File: src/design/csvr_map.vh
// Constants for the clip state select and vertex entry readback block.
// Assumes inclusion by design files only; definitions only.
`ifndef CSVR_MAP_VH
`define CSVR_MAP_VH
// APB register byte offsets
`define CSVR_REG_CTRL        8'h00
`define CSVR_REG_RASTER      8'h04
`define CSVR_REG_CLIPPKT     8'h08
`define CSVR_REG_STAGEPKT_A  8'h0C
`define CSVR_REG_STAGEPKT_B  8'h10
`define CSVR_REG_STATE_OUT   8'h14
`define CSVR_REG_STATUS      8'h18
// Raster register fields
`define CSVR_RAS_WIND_BIT    0
`define CSVR_RAS_CULL_LSB    1
`define CSVR_RAS_VPZ_BIT     3
// Clip packet fields
`define CSVR_CLP_CULL_LSB    0
`define CSVR_CLP_CLIP_LSB    8
`define CSVR_CLP_FCULL_BIT   16
`define CSVR_CLP_FCLIP_BIT   17
// Stage packet A: vertex/domain cull and clip masks
`define CSVR_STG_VS_CULL_LSB 0
`define CSVR_STG_VS_CLIP_LSB 8
`define CSVR_STG_DS_CULL_LSB 16
`define CSVR_STG_DS_CLIP_LSB 24
// Stage packet B: geometry masks and enables
`define CSVR_STG_GS_CULL_LSB 0
`define CSVR_STG_GS_CLIP_LSB 8
`define CSVR_STG_VS_ON_BIT   16
`define CSVR_STG_DS_ON_BIT   17
`define CSVR_STG_GS_ON_BIT   18
// Control register
`define CSVR_CTRL_EXTRA_BIT  0
// Reset values
`define CSVR_RST_ZERO        32'h00000000
// Readback: header is 256 bits, eight 32-bit beats; extra clip/cull is two beats
`define CSVR_HDR_BEATS       4'h8
`define CSVR_EXTRA_BEATS     4'h2
`endif

File: src/design/csvr_top.v
// Clip stage state derivation and vertex entry header readback.
// Assumes an APB master, a handle stream from the geometry stage,
// a buffer read port that answers with valid beats in order.
//
// Contract
// - Patch-list topologies always discarded, any mode
// - Accept raster and internal stage packets
// - Front winding copied from raster packet
// - Cull select copied from raster packet
// - Viewport Z enable copied from raster
// - Cull mask: forced, geometry, domain, vertex, zero
// - Clip mask: same priority order as cull
// - Cull distances only reject or accept
// - Read 256-bit header using handle only
// - Read header right before vertex clip test
// - Read header after clip thread writes entry
// - Optionally fetch clip/cull data after header
// - Readbacks start by hardware, no software
//
// The APB register port and the register addresses were decided locally.
`include "csvr_map.vh"
`timescale 1ns/100ps
`default_nettype none
module csvr_top #(
  parameter HW    = 16,
  parameter AW    = 16,
  parameter DEPTH = 32,
  parameter FAW   = 5
) (
  // Clock and reset
  input  wire          ref_clk_in,
  input  wire          sys_rst_in,
  // APB slave
  input  wire          psel,
  input  wire          penable,
  input  wire          pwrite,
  input  wire [7:0]    paddr,
  input  wire [31:0]   pwdata,
  output wire [31:0]   prdata,
  output wire          pready,
  output wire          pslverr,
  // Vertex handles from the geometry stage
  input  wire          vtx_valid_in,
  output wire          vtx_ready_out,
  input  wire [HW-1:0] vtx_handle_in,
  input  wire          vtx_patch_in,
  // Destination entries finished by a clip thread
  input  wire          dst_valid_in,
  output wire          dst_ready_out,
  input  wire [HW-1:0] dst_handle_in,
  // Unified vertex buffer read port
  output reg           ubuf_req_out,
  output reg  [AW-1:0] ubuf_addr_out,
  input  wire          ubuf_gnt_in,
  input  wire          ubuf_rvalid_in,
  input  wire [31:0]   ubuf_rdata_in,
  // Header words toward the clip test
  output wire          hdr_valid_out,
  input  wire          hdr_ready_in,
  output wire [31:0]   hdr_data_out,
  output wire          hdr_last_out,
  // Derived internal clip state
  output reg           front_winding_out,
  output reg  [1:0]    orientation_cull_select_out,
  output reg           vpz_test_on_out,
  output reg  [7:0]    cull_dist_mask_out,
  output reg  [7:0]    clip_dist_mask_out,
  // Patch discard event
  output reg           patch_drop_out
);
  localparam ST_IDLE = 2'h0;
  localparam ST_REQ  = 2'h1;
  localparam ST_DATA = 2'h2;

  // Packet registers
  reg [31:0]   raster_q;
  reg [31:0]   clippkt_q;
  reg [31:0]   stage_a_q;
  reg [31:0]   stage_b_q;
  reg          extra_on_q;
  reg [15:0]   drop_cnt_q;
  reg [15:0]   rb_cnt_q;
  // Readback engine
  reg [1:0]    state_q;
  reg [3:0]    beats_q;
  reg [3:0]    req_left_q;
  reg [3:0]    rcv_left_q;
  reg [AW-1:0] base_q;
  reg          from_dst_q;
  reg [31:0]   rd_q;
  wire [7:0]   cull_sel_w;
  wire [7:0]   clip_sel_w;
  wire         fifo_wready_w;
  wire         apb_wr_w;
  wire         take_vtx_w;
  wire         take_dst_w;
  wire         issue_w;
  wire [3:0]   total_beats_w;
  wire         fifo_push_w;
  // One spare bit keeps the padding legal when handle and address match in width
  wire [AW:0]  dst_ext_w;
  wire [AW:0]  vtx_ext_w;
  // Last-beat marker travels through the FIFO beside its word
  wire [32:0]  fifo_out_w;

  // Handles widened to the buffer address
  assign dst_ext_w = {{(AW-HW+1){1'b0}}, dst_handle_in};
  assign vtx_ext_w = {{(AW-HW+1){1'b0}}, vtx_handle_in};

  // APB answers in the access cycle, no wait states
  assign pready   = 1'b1;
  assign pslverr  = 1'b0;
  assign prdata   = rd_q;
  assign apb_wr_w = psel && penable && pwrite;

  // Packet writes arrive by APB, including the internal stage packet
  always @(posedge ref_clk_in or posedge sys_rst_in) begin
    if (sys_rst_in) begin
      raster_q   <= `CSVR_RST_ZERO;
      clippkt_q  <= `CSVR_RST_ZERO;
      stage_a_q  <= `CSVR_RST_ZERO;
      stage_b_q  <= `CSVR_RST_ZERO;
      extra_on_q <= 1'b0;
    end else if (apb_wr_w) begin
      case (paddr)
        `CSVR_REG_CTRL:       extra_on_q <= pwdata[`CSVR_CTRL_EXTRA_BIT];
        `CSVR_REG_RASTER:     raster_q   <= pwdata;
        `CSVR_REG_CLIPPKT:    clippkt_q  <= pwdata;
        `CSVR_REG_STAGEPKT_A: stage_a_q  <= pwdata;
        `CSVR_REG_STAGEPKT_B: stage_b_q  <= pwdata;
        default: ;
      endcase
    end
  end

  // Read mux, registered during setup so data is ready at access
  always @(posedge ref_clk_in or posedge sys_rst_in) begin
    if (sys_rst_in) begin
      rd_q <= `CSVR_RST_ZERO;
    end else if (psel && ~penable && ~pwrite) begin
      case (paddr)
        `CSVR_REG_CTRL:       rd_q <= {31'h00000000, extra_on_q};
        `CSVR_REG_RASTER:     rd_q <= raster_q;
        `CSVR_REG_CLIPPKT:    rd_q <= clippkt_q;
        `CSVR_REG_STAGEPKT_A: rd_q <= stage_a_q;
        `CSVR_REG_STAGEPKT_B: rd_q <= stage_b_q;
        `CSVR_REG_STATE_OUT:  rd_q <= {12'h000, vpz_test_on_out, orientation_cull_select_out,
                                       front_winding_out, clip_dist_mask_out,
                                       cull_dist_mask_out};
        `CSVR_REG_STATUS:     rd_q <= {rb_cnt_q, drop_cnt_q};
        default:              rd_q <= `CSVR_RST_ZERO;
      endcase
    end
  end

  // Cull mask priority selection
  csvr_mask_sel #(.W(8)) u_cull_sel (
    .force_in     (clippkt_q[`CSVR_CLP_FCULL_BIT]),
    .clip_mask_in (clippkt_q[`CSVR_CLP_CULL_LSB +: 8]),
    .gs_on_in     (stage_b_q[`CSVR_STG_GS_ON_BIT]),
    .gs_mask_in   (stage_b_q[`CSVR_STG_GS_CULL_LSB +: 8]),
    .ds_on_in     (stage_b_q[`CSVR_STG_DS_ON_BIT]),
    .ds_mask_in   (stage_a_q[`CSVR_STG_DS_CULL_LSB +: 8]),
    .vs_on_in     (stage_b_q[`CSVR_STG_VS_ON_BIT]),
    .vs_mask_in   (stage_a_q[`CSVR_STG_VS_CULL_LSB +: 8]),
    .mask_out     (cull_sel_w)
  );

  // Clip mask priority selection
  csvr_mask_sel #(.W(8)) u_clip_sel (
    .force_in     (clippkt_q[`CSVR_CLP_FCLIP_BIT]),
    .clip_mask_in (clippkt_q[`CSVR_CLP_CLIP_LSB +: 8]),
    .gs_on_in     (stage_b_q[`CSVR_STG_GS_ON_BIT]),
    .gs_mask_in   (stage_b_q[`CSVR_STG_GS_CLIP_LSB +: 8]),
    .ds_on_in     (stage_b_q[`CSVR_STG_DS_ON_BIT]),
    .ds_mask_in   (stage_a_q[`CSVR_STG_DS_CLIP_LSB +: 8]),
    .vs_on_in     (stage_b_q[`CSVR_STG_VS_ON_BIT]),
    .vs_mask_in   (stage_a_q[`CSVR_STG_VS_CLIP_LSB +: 8]),
    .mask_out     (clip_sel_w)
  );

  // Derived state registers, one cycle behind the packet writes
  always @(posedge ref_clk_in or posedge sys_rst_in) begin
    if (sys_rst_in) begin
      front_winding_out           <= 1'b0;
      orientation_cull_select_out <= 2'h0;
      vpz_test_on_out             <= 1'b0;
      cull_dist_mask_out          <= 8'h00;
      clip_dist_mask_out          <= 8'h00;
    end else begin
      front_winding_out           <= raster_q[`CSVR_RAS_WIND_BIT];
      orientation_cull_select_out <= raster_q[`CSVR_RAS_CULL_LSB +: 2];
      vpz_test_on_out             <= raster_q[`CSVR_RAS_VPZ_BIT];
      // Cull mask only feeds reject/accept, never a must-clip term
      cull_dist_mask_out          <= cull_sel_w;
      // Overlap with the cull mask is left to software
      clip_dist_mask_out          <= clip_sel_w;
    end
  end

  // Handle intake: destination entries win so clip output is not starved
  assign take_dst_w    = (state_q == ST_IDLE) && dst_valid_in;
  assign take_vtx_w    = (state_q == ST_IDLE) && ~dst_valid_in && vtx_valid_in
                         && ~vtx_patch_in;
  assign dst_ready_out = (state_q == ST_IDLE);
  // Patch handles are consumed at once and never reach the readback
  assign vtx_ready_out = (state_q == ST_IDLE) && ~dst_valid_in;
  assign total_beats_w = extra_on_q ? (`CSVR_HDR_BEATS + `CSVR_EXTRA_BEATS)
                                    : `CSVR_HDR_BEATS;
  assign issue_w       = ubuf_req_out && ubuf_gnt_in;
  // Every beat returned in ST_DATA is pushed, whether or not the FIFO has room
  assign fifo_push_w   = (state_q == ST_DATA) && ubuf_rvalid_in;

  // Patch drop pulse and counter; in-order since the handle stream just advances
  always @(posedge ref_clk_in or posedge sys_rst_in) begin
    if (sys_rst_in) begin
      patch_drop_out <= 1'b0;
      drop_cnt_q     <= 16'h0000;
    end else begin
      patch_drop_out <= vtx_valid_in && vtx_ready_out && vtx_patch_in;
      if (vtx_valid_in && vtx_ready_out && vtx_patch_in) begin
        drop_cnt_q <= drop_cnt_q + 16'h0001;
      end
    end
  end

  // Readback engine, started by handles alone
  always @(posedge ref_clk_in or posedge sys_rst_in) begin
    if (sys_rst_in) begin
      state_q       <= ST_IDLE;
      beats_q       <= 4'h0;
      req_left_q    <= 4'h0;
      rcv_left_q    <= 4'h0;
      base_q        <= {AW{1'b0}};
      from_dst_q    <= 1'b0;
      ubuf_req_out  <= 1'b0;
      ubuf_addr_out <= {AW{1'b0}};
      rb_cnt_q      <= 16'h0000;
    end else begin
      case (state_q)
        ST_IDLE: begin
          if (take_dst_w || take_vtx_w) begin
            // Address comes from the handle only
            base_q     <= take_dst_w ? dst_ext_w[AW-1:0]
                                     : vtx_ext_w[AW-1:0];
            from_dst_q <= take_dst_w;
            beats_q    <= total_beats_w;
            req_left_q <= total_beats_w;
            rcv_left_q <= total_beats_w;
            state_q    <= ST_REQ;
          end
        end
        ST_REQ: begin
          // Wait until the FIFO is not full before asking
          if (fifo_wready_w) begin
            ubuf_req_out  <= 1'b1;
            ubuf_addr_out <= base_q;
            state_q       <= ST_DATA;
          end
        end
        ST_DATA: begin
          if (issue_w) begin
            req_left_q <= req_left_q - 4'h1;
            if (req_left_q == 4'h1) begin
              ubuf_req_out <= 1'b0;
            end else begin
              ubuf_addr_out <= ubuf_addr_out + {{(AW-1){1'b0}}, 1'b1};
            end
          end
          if (ubuf_rvalid_in) begin
            rcv_left_q <= rcv_left_q - 4'h1;
            if (rcv_left_q == 4'h1) begin
              rb_cnt_q <= rb_cnt_q + 16'h0001;
              state_q  <= ST_IDLE;
            end
          end
        end
        default: state_q <= ST_IDLE;
      endcase
    end
  end

  // Final beat of each entry is marked for the clip test; a flag kept
  // outside the FIFO would drift from its word whenever the FIFO holds
  // more than one entry, so the mark rides in the FIFO
  assign hdr_data_out = fifo_out_w[31:0];
  assign hdr_last_out = fifo_out_w[32];

  // Header FIFO between buffer and clip test
  csvr_fifo #(.WIDTH(33), .DEPTH(DEPTH), .AW(FAW)) u_fifo (
    .ref_clk_in   (ref_clk_in),
    .sys_rst_in   (sys_rst_in),
    .wr_valid_in  (fifo_push_w),
    .wr_ready_out (fifo_wready_w),
    .wr_data_in   ({(rcv_left_q == 4'h1), ubuf_rdata_in}),
    .rd_valid_out (hdr_valid_out),
    .rd_ready_in  (hdr_ready_in),
    .rd_data_out  (fifo_out_w)
  );
endmodule // csvr_top
`default_nettype wire

File: src/design/csvr_fifo.v
// Synchronous FIFO carrying read-back vertex entry words downstream.
// Assumes one clock, asynchronous active-high reset.
`timescale 1ns/100ps
`default_nettype none
module csvr_fifo #(
  parameter WIDTH = 32,
  parameter DEPTH = 32,
  parameter AW    = 5
) (
  // Clock and reset
  input  wire             ref_clk_in,
  input  wire             sys_rst_in,
  // Fill side
  input  wire             wr_valid_in,
  output wire             wr_ready_out,
  input  wire [WIDTH-1:0] wr_data_in,
  // Drain side
  output wire             rd_valid_out,
  input  wire             rd_ready_in,
  output reg  [WIDTH-1:0] rd_data_out
);
  reg [WIDTH-1:0] mem_q [0:DEPTH-1];
  reg [AW:0]      wr_ptr_q;
  reg [AW:0]      rd_ptr_q;
  reg             out_valid_q;
  wire            empty_w;
  wire            full_w;
  wire            pop_w;

  assign empty_w      = (wr_ptr_q == rd_ptr_q);
  assign full_w       = (wr_ptr_q[AW] != rd_ptr_q[AW]) &&
                        (wr_ptr_q[AW-1:0] == rd_ptr_q[AW-1:0]);
  assign wr_ready_out = ~full_w;
  assign rd_valid_out = out_valid_q;
  // Refill the output register when it is empty or being taken
  assign pop_w        = ~empty_w && (~out_valid_q || rd_ready_in);

  // Storage write, no reset needed for data
  always @(posedge ref_clk_in) begin
    if (wr_valid_in && ~full_w) begin
      mem_q[wr_ptr_q[AW-1:0]] <= wr_data_in;
    end
  end

  // Pointers and registered read data
  always @(posedge ref_clk_in or posedge sys_rst_in) begin
    if (sys_rst_in) begin
      wr_ptr_q    <= {(AW+1){1'b0}};
      rd_ptr_q    <= {(AW+1){1'b0}};
      out_valid_q <= 1'b0;
      rd_data_out <= {WIDTH{1'b0}};
    end else begin
      if (wr_valid_in && ~full_w) begin
        wr_ptr_q <= wr_ptr_q + 1'b1;
      end
      if (pop_w) begin
        rd_data_out <= mem_q[rd_ptr_q[AW-1:0]];
        rd_ptr_q    <= rd_ptr_q + 1'b1;
        out_valid_q <= 1'b1;
      end else if (rd_ready_in) begin
        out_valid_q <= 1'b0;
      end
    end
  end
endmodule // csvr_fifo
`default_nettype wire

File: src/design/csvr_mask_sel.v
// Priority selector for one 8-bit user distance mask.
// Assumes packet fields are stable registers.
`timescale 1ns/100ps
`default_nettype none
module csvr_mask_sel #(
  parameter W = 8
) (
  // Forced clip packet mask
  input  wire         force_in,
  input  wire [W-1:0] clip_mask_in,
  // Stage masks and enables
  input  wire         gs_on_in,
  input  wire [W-1:0] gs_mask_in,
  input  wire         ds_on_in,
  input  wire [W-1:0] ds_mask_in,
  input  wire         vs_on_in,
  input  wire [W-1:0] vs_mask_in,
  // Result
  output wire [W-1:0] mask_out
);
  // Latest enabled stage wins after the forced value
  assign mask_out = force_in ? clip_mask_in :
                    gs_on_in ? gs_mask_in :
                    ds_on_in ? ds_mask_in :
                    vs_on_in ? vs_mask_in : {W{1'b0}};
endmodule // csvr_mask_sel
`default_nettype wire

File: config.mk
export PLATFORM = sky130hd
export DESIGN_NAME = csvr_top
export DESIGN_NICKNAME = d
export VERILOG_FILES = /design/src/design/csvr_top.v /design/src/design/csvr_fifo.v /design/src/design/csvr_mask_sel.v
export VERILOG_INCLUDE_DIRS = /design/src /design/src/design
export SDC_FILE = /design/constraint.sdc
export NUM_CORES = 2
export LEC_CHECK = 0
export ABC_AREA = 1
export BUFFER_PORTS_ARGS = -buffer_cell sky130_fd_sc_hd__buf_2
export CAP_MARGIN = 20
export CORE_AREA = 4 4 492 494
export DETAILED_ROUTE_END_ITERATION = 10
export DIE_AREA = 0 0 496 498
export MAX_ROUTING_LAYER = met4
export PLACE_DENSITY_LB_ADDON = 0.25
export SLEW_MARGIN = 20
export SYNTH_ARGS = -nofsm -noshare
export SYNTH_HDL_FRONTEND = slang
export SYNTH_SLANG_ARGS = --single-unit
File: constraint.sdc
create_clock -name ref_clk_in -period 10.1 [get_ports ref_clk_in]
set_clock_uncertainty 0.05 [all_clocks]
set_input_delay 1.515 -clock ref_clk_in [delete_from_list [all_inputs] [get_ports ref_clk_in]]
set_output_delay 1.515 -clock ref_clk_in [all_outputs]
set_load 0.01 [all_outputs]
==> impl_metrics.yaml <==
run:
  maxCapViolations: 0
synth:
  synthArstFlopShare_pct: 22.3
  synth_edf_count: 1056
  yosysTopAreaCell: "edfxtp_1"
  synth_fp_nets: 5445
  synth.top_cell.area_share_pct: 55.9
  synthTopCellsByArea: "edfxtp_1 (56%), dfrtp_1 (13%), nand2_1 (8.6%)"
  ys_seq_area_share_pct: 69.3
  syn_area_um2: 56700
  yosys_warnings: 0
  ys_ff_latch: 1359
  avgSynthCellArea_um2: 10.7
  ys_types: 45
  synthCells: 5318
  synth_ff_type: "edfxtp_1"
timing:
  layout_setup_ws_ps: 6020
  max_clock_freq_mhz: 245
  post-route-period-util_pct: 40.4
  slew_violations: 0
  layout_min_cycle_time_ps: 4080
  rsz0062_at_grt: "false"
  finalSetupTns_ps: 0
  max_slew.worst_pin.slew_ps: 1090
  hold_viol: 0
  relSlewSlack_pct: 27.1
  setup_viol: 0
routing:
  met1_length_mm: 84.2
  drtIter0Drc: 3281
  routed.top_layer: "met4"
  ant_nets: 0
  routed_wl_mm: 183
  vias_per_cell: 4.49
  vias: 39410
  wl_met3_mm: 9.58
  wl_per_cell_um: 20.9
  drcViolationCount: 0
  dr.pass1.iters: 5
  met2_length_mm: 85.8
clocking:
  cts.repair.resized: 0
  cts_tree: "done"
  clockBufferDepth: 3
  clk_latency_ps: 790
  cts-hold-fix-buffers: 0
  clkTransAtPathRegs_ps: 60
  htree_levels: 4
  cts.sinks: 1359
  numCtsBuffers: 151
  post-cts-setup-buffer-count: 0
  cts_root_buf: "clkbuf_16"
power:
  vdd_ir_drop_max_mv: 0.214
  powerDensity_nw_per_um2: 259
  leakagePower_nw: 25.1
critical_path:
  end_kind: "register"
  regToRegSetupSlack_ps: 6020
  setup.worst_path.class: "register to register"
  cp_max_fo: 72
  arrival_ps: 4450
  rr_endpoint: "u_fifo.mem_q[30][1]"
  r2r_cells: 10
  worstPathRequired_ps: 10470
  start_kind: "register"
  r2r-start: "u_fifo.rd_ptr_q[1]"
min_path:
  hold_end: "vpz_test_on_out"
  whs_path_depth: 0
  worstHoldStart: "raster_q[3]"
  hp-class: "register to register"
cells_and_area:
  fillers: 24879
  syn_to_final_growth_pct: 17.6
  layout_common_cells: "nand2_1 (1294), edfxtp_1 (1056), nor2_1 (779)"
  final_common_cell: "nand2_1"
  drive_gt1_share_pct: 11.2
  fin_nets: 5604
  fin_area_um2: 66700
grt:
  grt_pass1_wl_mm: 268
  grt_pass1_vias: 38230
  grt_max_degree: 184
  overflow: 0
  track_usage_pct: 14.8
  antenna_found_initial: 12
floorplanning:
  rows: 179
  fp.dieArea_um2: 247000
  initial_utilization_pct: 23.9
  die_height_um: 498
  die_w_um: 496
  io_pins: 223
  fp.coreArea_um2: 237000
placed_design:
  place_ws_ps: 5430
  dp.final_hpwl_mm: 103
  io_buffers: 220
  gp_congestion: 0.825
  dpl-instance-area_um2: 61400
outcome:
  status: "finished clean"
[synthesized netlist by cell type, types with 2 or more instances]
cell type	count
edfxtp_1	1056
nor2_1	783
a31oi_1	16
xor2_1	33
inv_2	7
o211ai_1	34
inv_1	144
dfrtp_1	303
conb_1	2
nor3_4	2
xnor2_1	7
nor3_2	2
clkinv_1	5
buf_2	109
o21ai_0	535
o21ai_1	13
nand3b_1	2
buf_4	21
or2_2	4
ha_1	12
nand4_1	10
nand3_1	561
a21boi_0	2
clkbuf_1	153
and2_1	2
o21bai_1	2
nand3_2	3
nand2_2	6
o221ai_1	12
o31ai_1	4
a21oi_1	78
nand2_4	2
nor3_1	55
nor4_1	2
nor2_4	3
buf_1	26
nand2_1	1297
nor2_2	3
[worst max-delay path: stages, from the launching register on]
cell     delay (ps)
dfrtp_4         840
inv_8           360
nand2_1         150
nand2_1          80
nand3_1          90
nor2_1           70
nand2_1         170
nand2_2          60
buf_4           280
nor3_2          880
buf_4           560
[worst max-delay path by stage]
| stage | from | to | slack, ps | cells past startpoint |
|---|---|---|---|---|
| CTS | u_fifo.rd_ptr_q[2] | u_fifo.mem_q[30][10] | 6030 | 9 |
| finish | u_fifo.rd_ptr_q[1] | u_fifo.mem_q[30][1] | 6020 | 10 |
| detailed placement | paddr[5] | raster_q[14] | 5430 | 9 |
| floorplan | sys_rst_in | base_q[0] | 160 | 1 |
| global placement | paddr[5] | raster_q[14] | 5400 | 9 |
| global route | u_fifo.rd_ptr_q[2] | u_fifo.mem_q[30][10] | 5830 | 9 |
[power breakdown]
part / total (W) / internal [W] / switching [W]
sequential: 0.00667 / 0.00634 / 0.000332
combinational: 0.00493 / 0.00136 / 0.00357
clock: 0.00569 / 0.00328 / 0.00241
[layer usage]
| metal | vias up | GRT usage (%) |
|---|---|---|
| met4 | 0 | 3.08 |
| met1 | 19587 | 20.2 |
| met3 | 217 | 2.18 |
| li1 | 18541 | - |
| met2 | 1065 | 23.5 |
| met5 | - | - |
[cells by family (layout without fill, tap and decap cells)]
family	count (synthesis)	after routing	share of synthesized area (%)
mux	1	1	0.0177
buf+inv	468	755	3.50
flops	1359	1359	69.3
simple gates	2739	2739	19.8
xor+xnor	40	40	0.618
fa+ha+maj	12	12	0.265
compound gates	697	697	6.46
other cells	2	6	0.0132
[per-stage QoR]
| step | total power, W | util [%] | hold slack, ps | instances |
|---|---|---|---|---|
| floorplan | 0.00991 | - | 324 | 5318 |
| global placement | 0.0118 | 25.9 | 342 | 8489 |
| detailed placement | 0.0118 | 25.9 | 341 | 8490 |
| CTS | 0.0175 | 28.1 | 356 | 8771 |
| global route | 0.0183 | 28.1 | 375 | 8773 |
| finish | 0.0173 | 28.1 | 357 | 8776 |
[state kept, by name (all words and copies together) (netlist names), 32 cells and up]
| signal | flops |
|---|---|
| stage_b_q | 32 |
| raster_q | 32 |
| stage_a_q | 32 |
| clippkt_q | 32 |
| prdata | 32 |
| u_fifo.mem_q | 1056 |
| u_fifo.rd_data_out | 33 |
[cell type report]
class | instances | area (um2) | share of cell area, %
multi-input cells | 3491 | 15600 | 23.4
diodes | 4 | 10.0 | 0.0150
repair buffers | 316 | 1950 | 2.92
clock inverters | 72 | 956 | 1.43
flip-flops and latches | 1359 | 39300 | 59.0
inverters | 158 | 631 | 0.946
clock buffers | 209 | 4230 | 6.34
well taps | 3167 | 3960 | 5.94
Power figures use the tool's default switching activity.
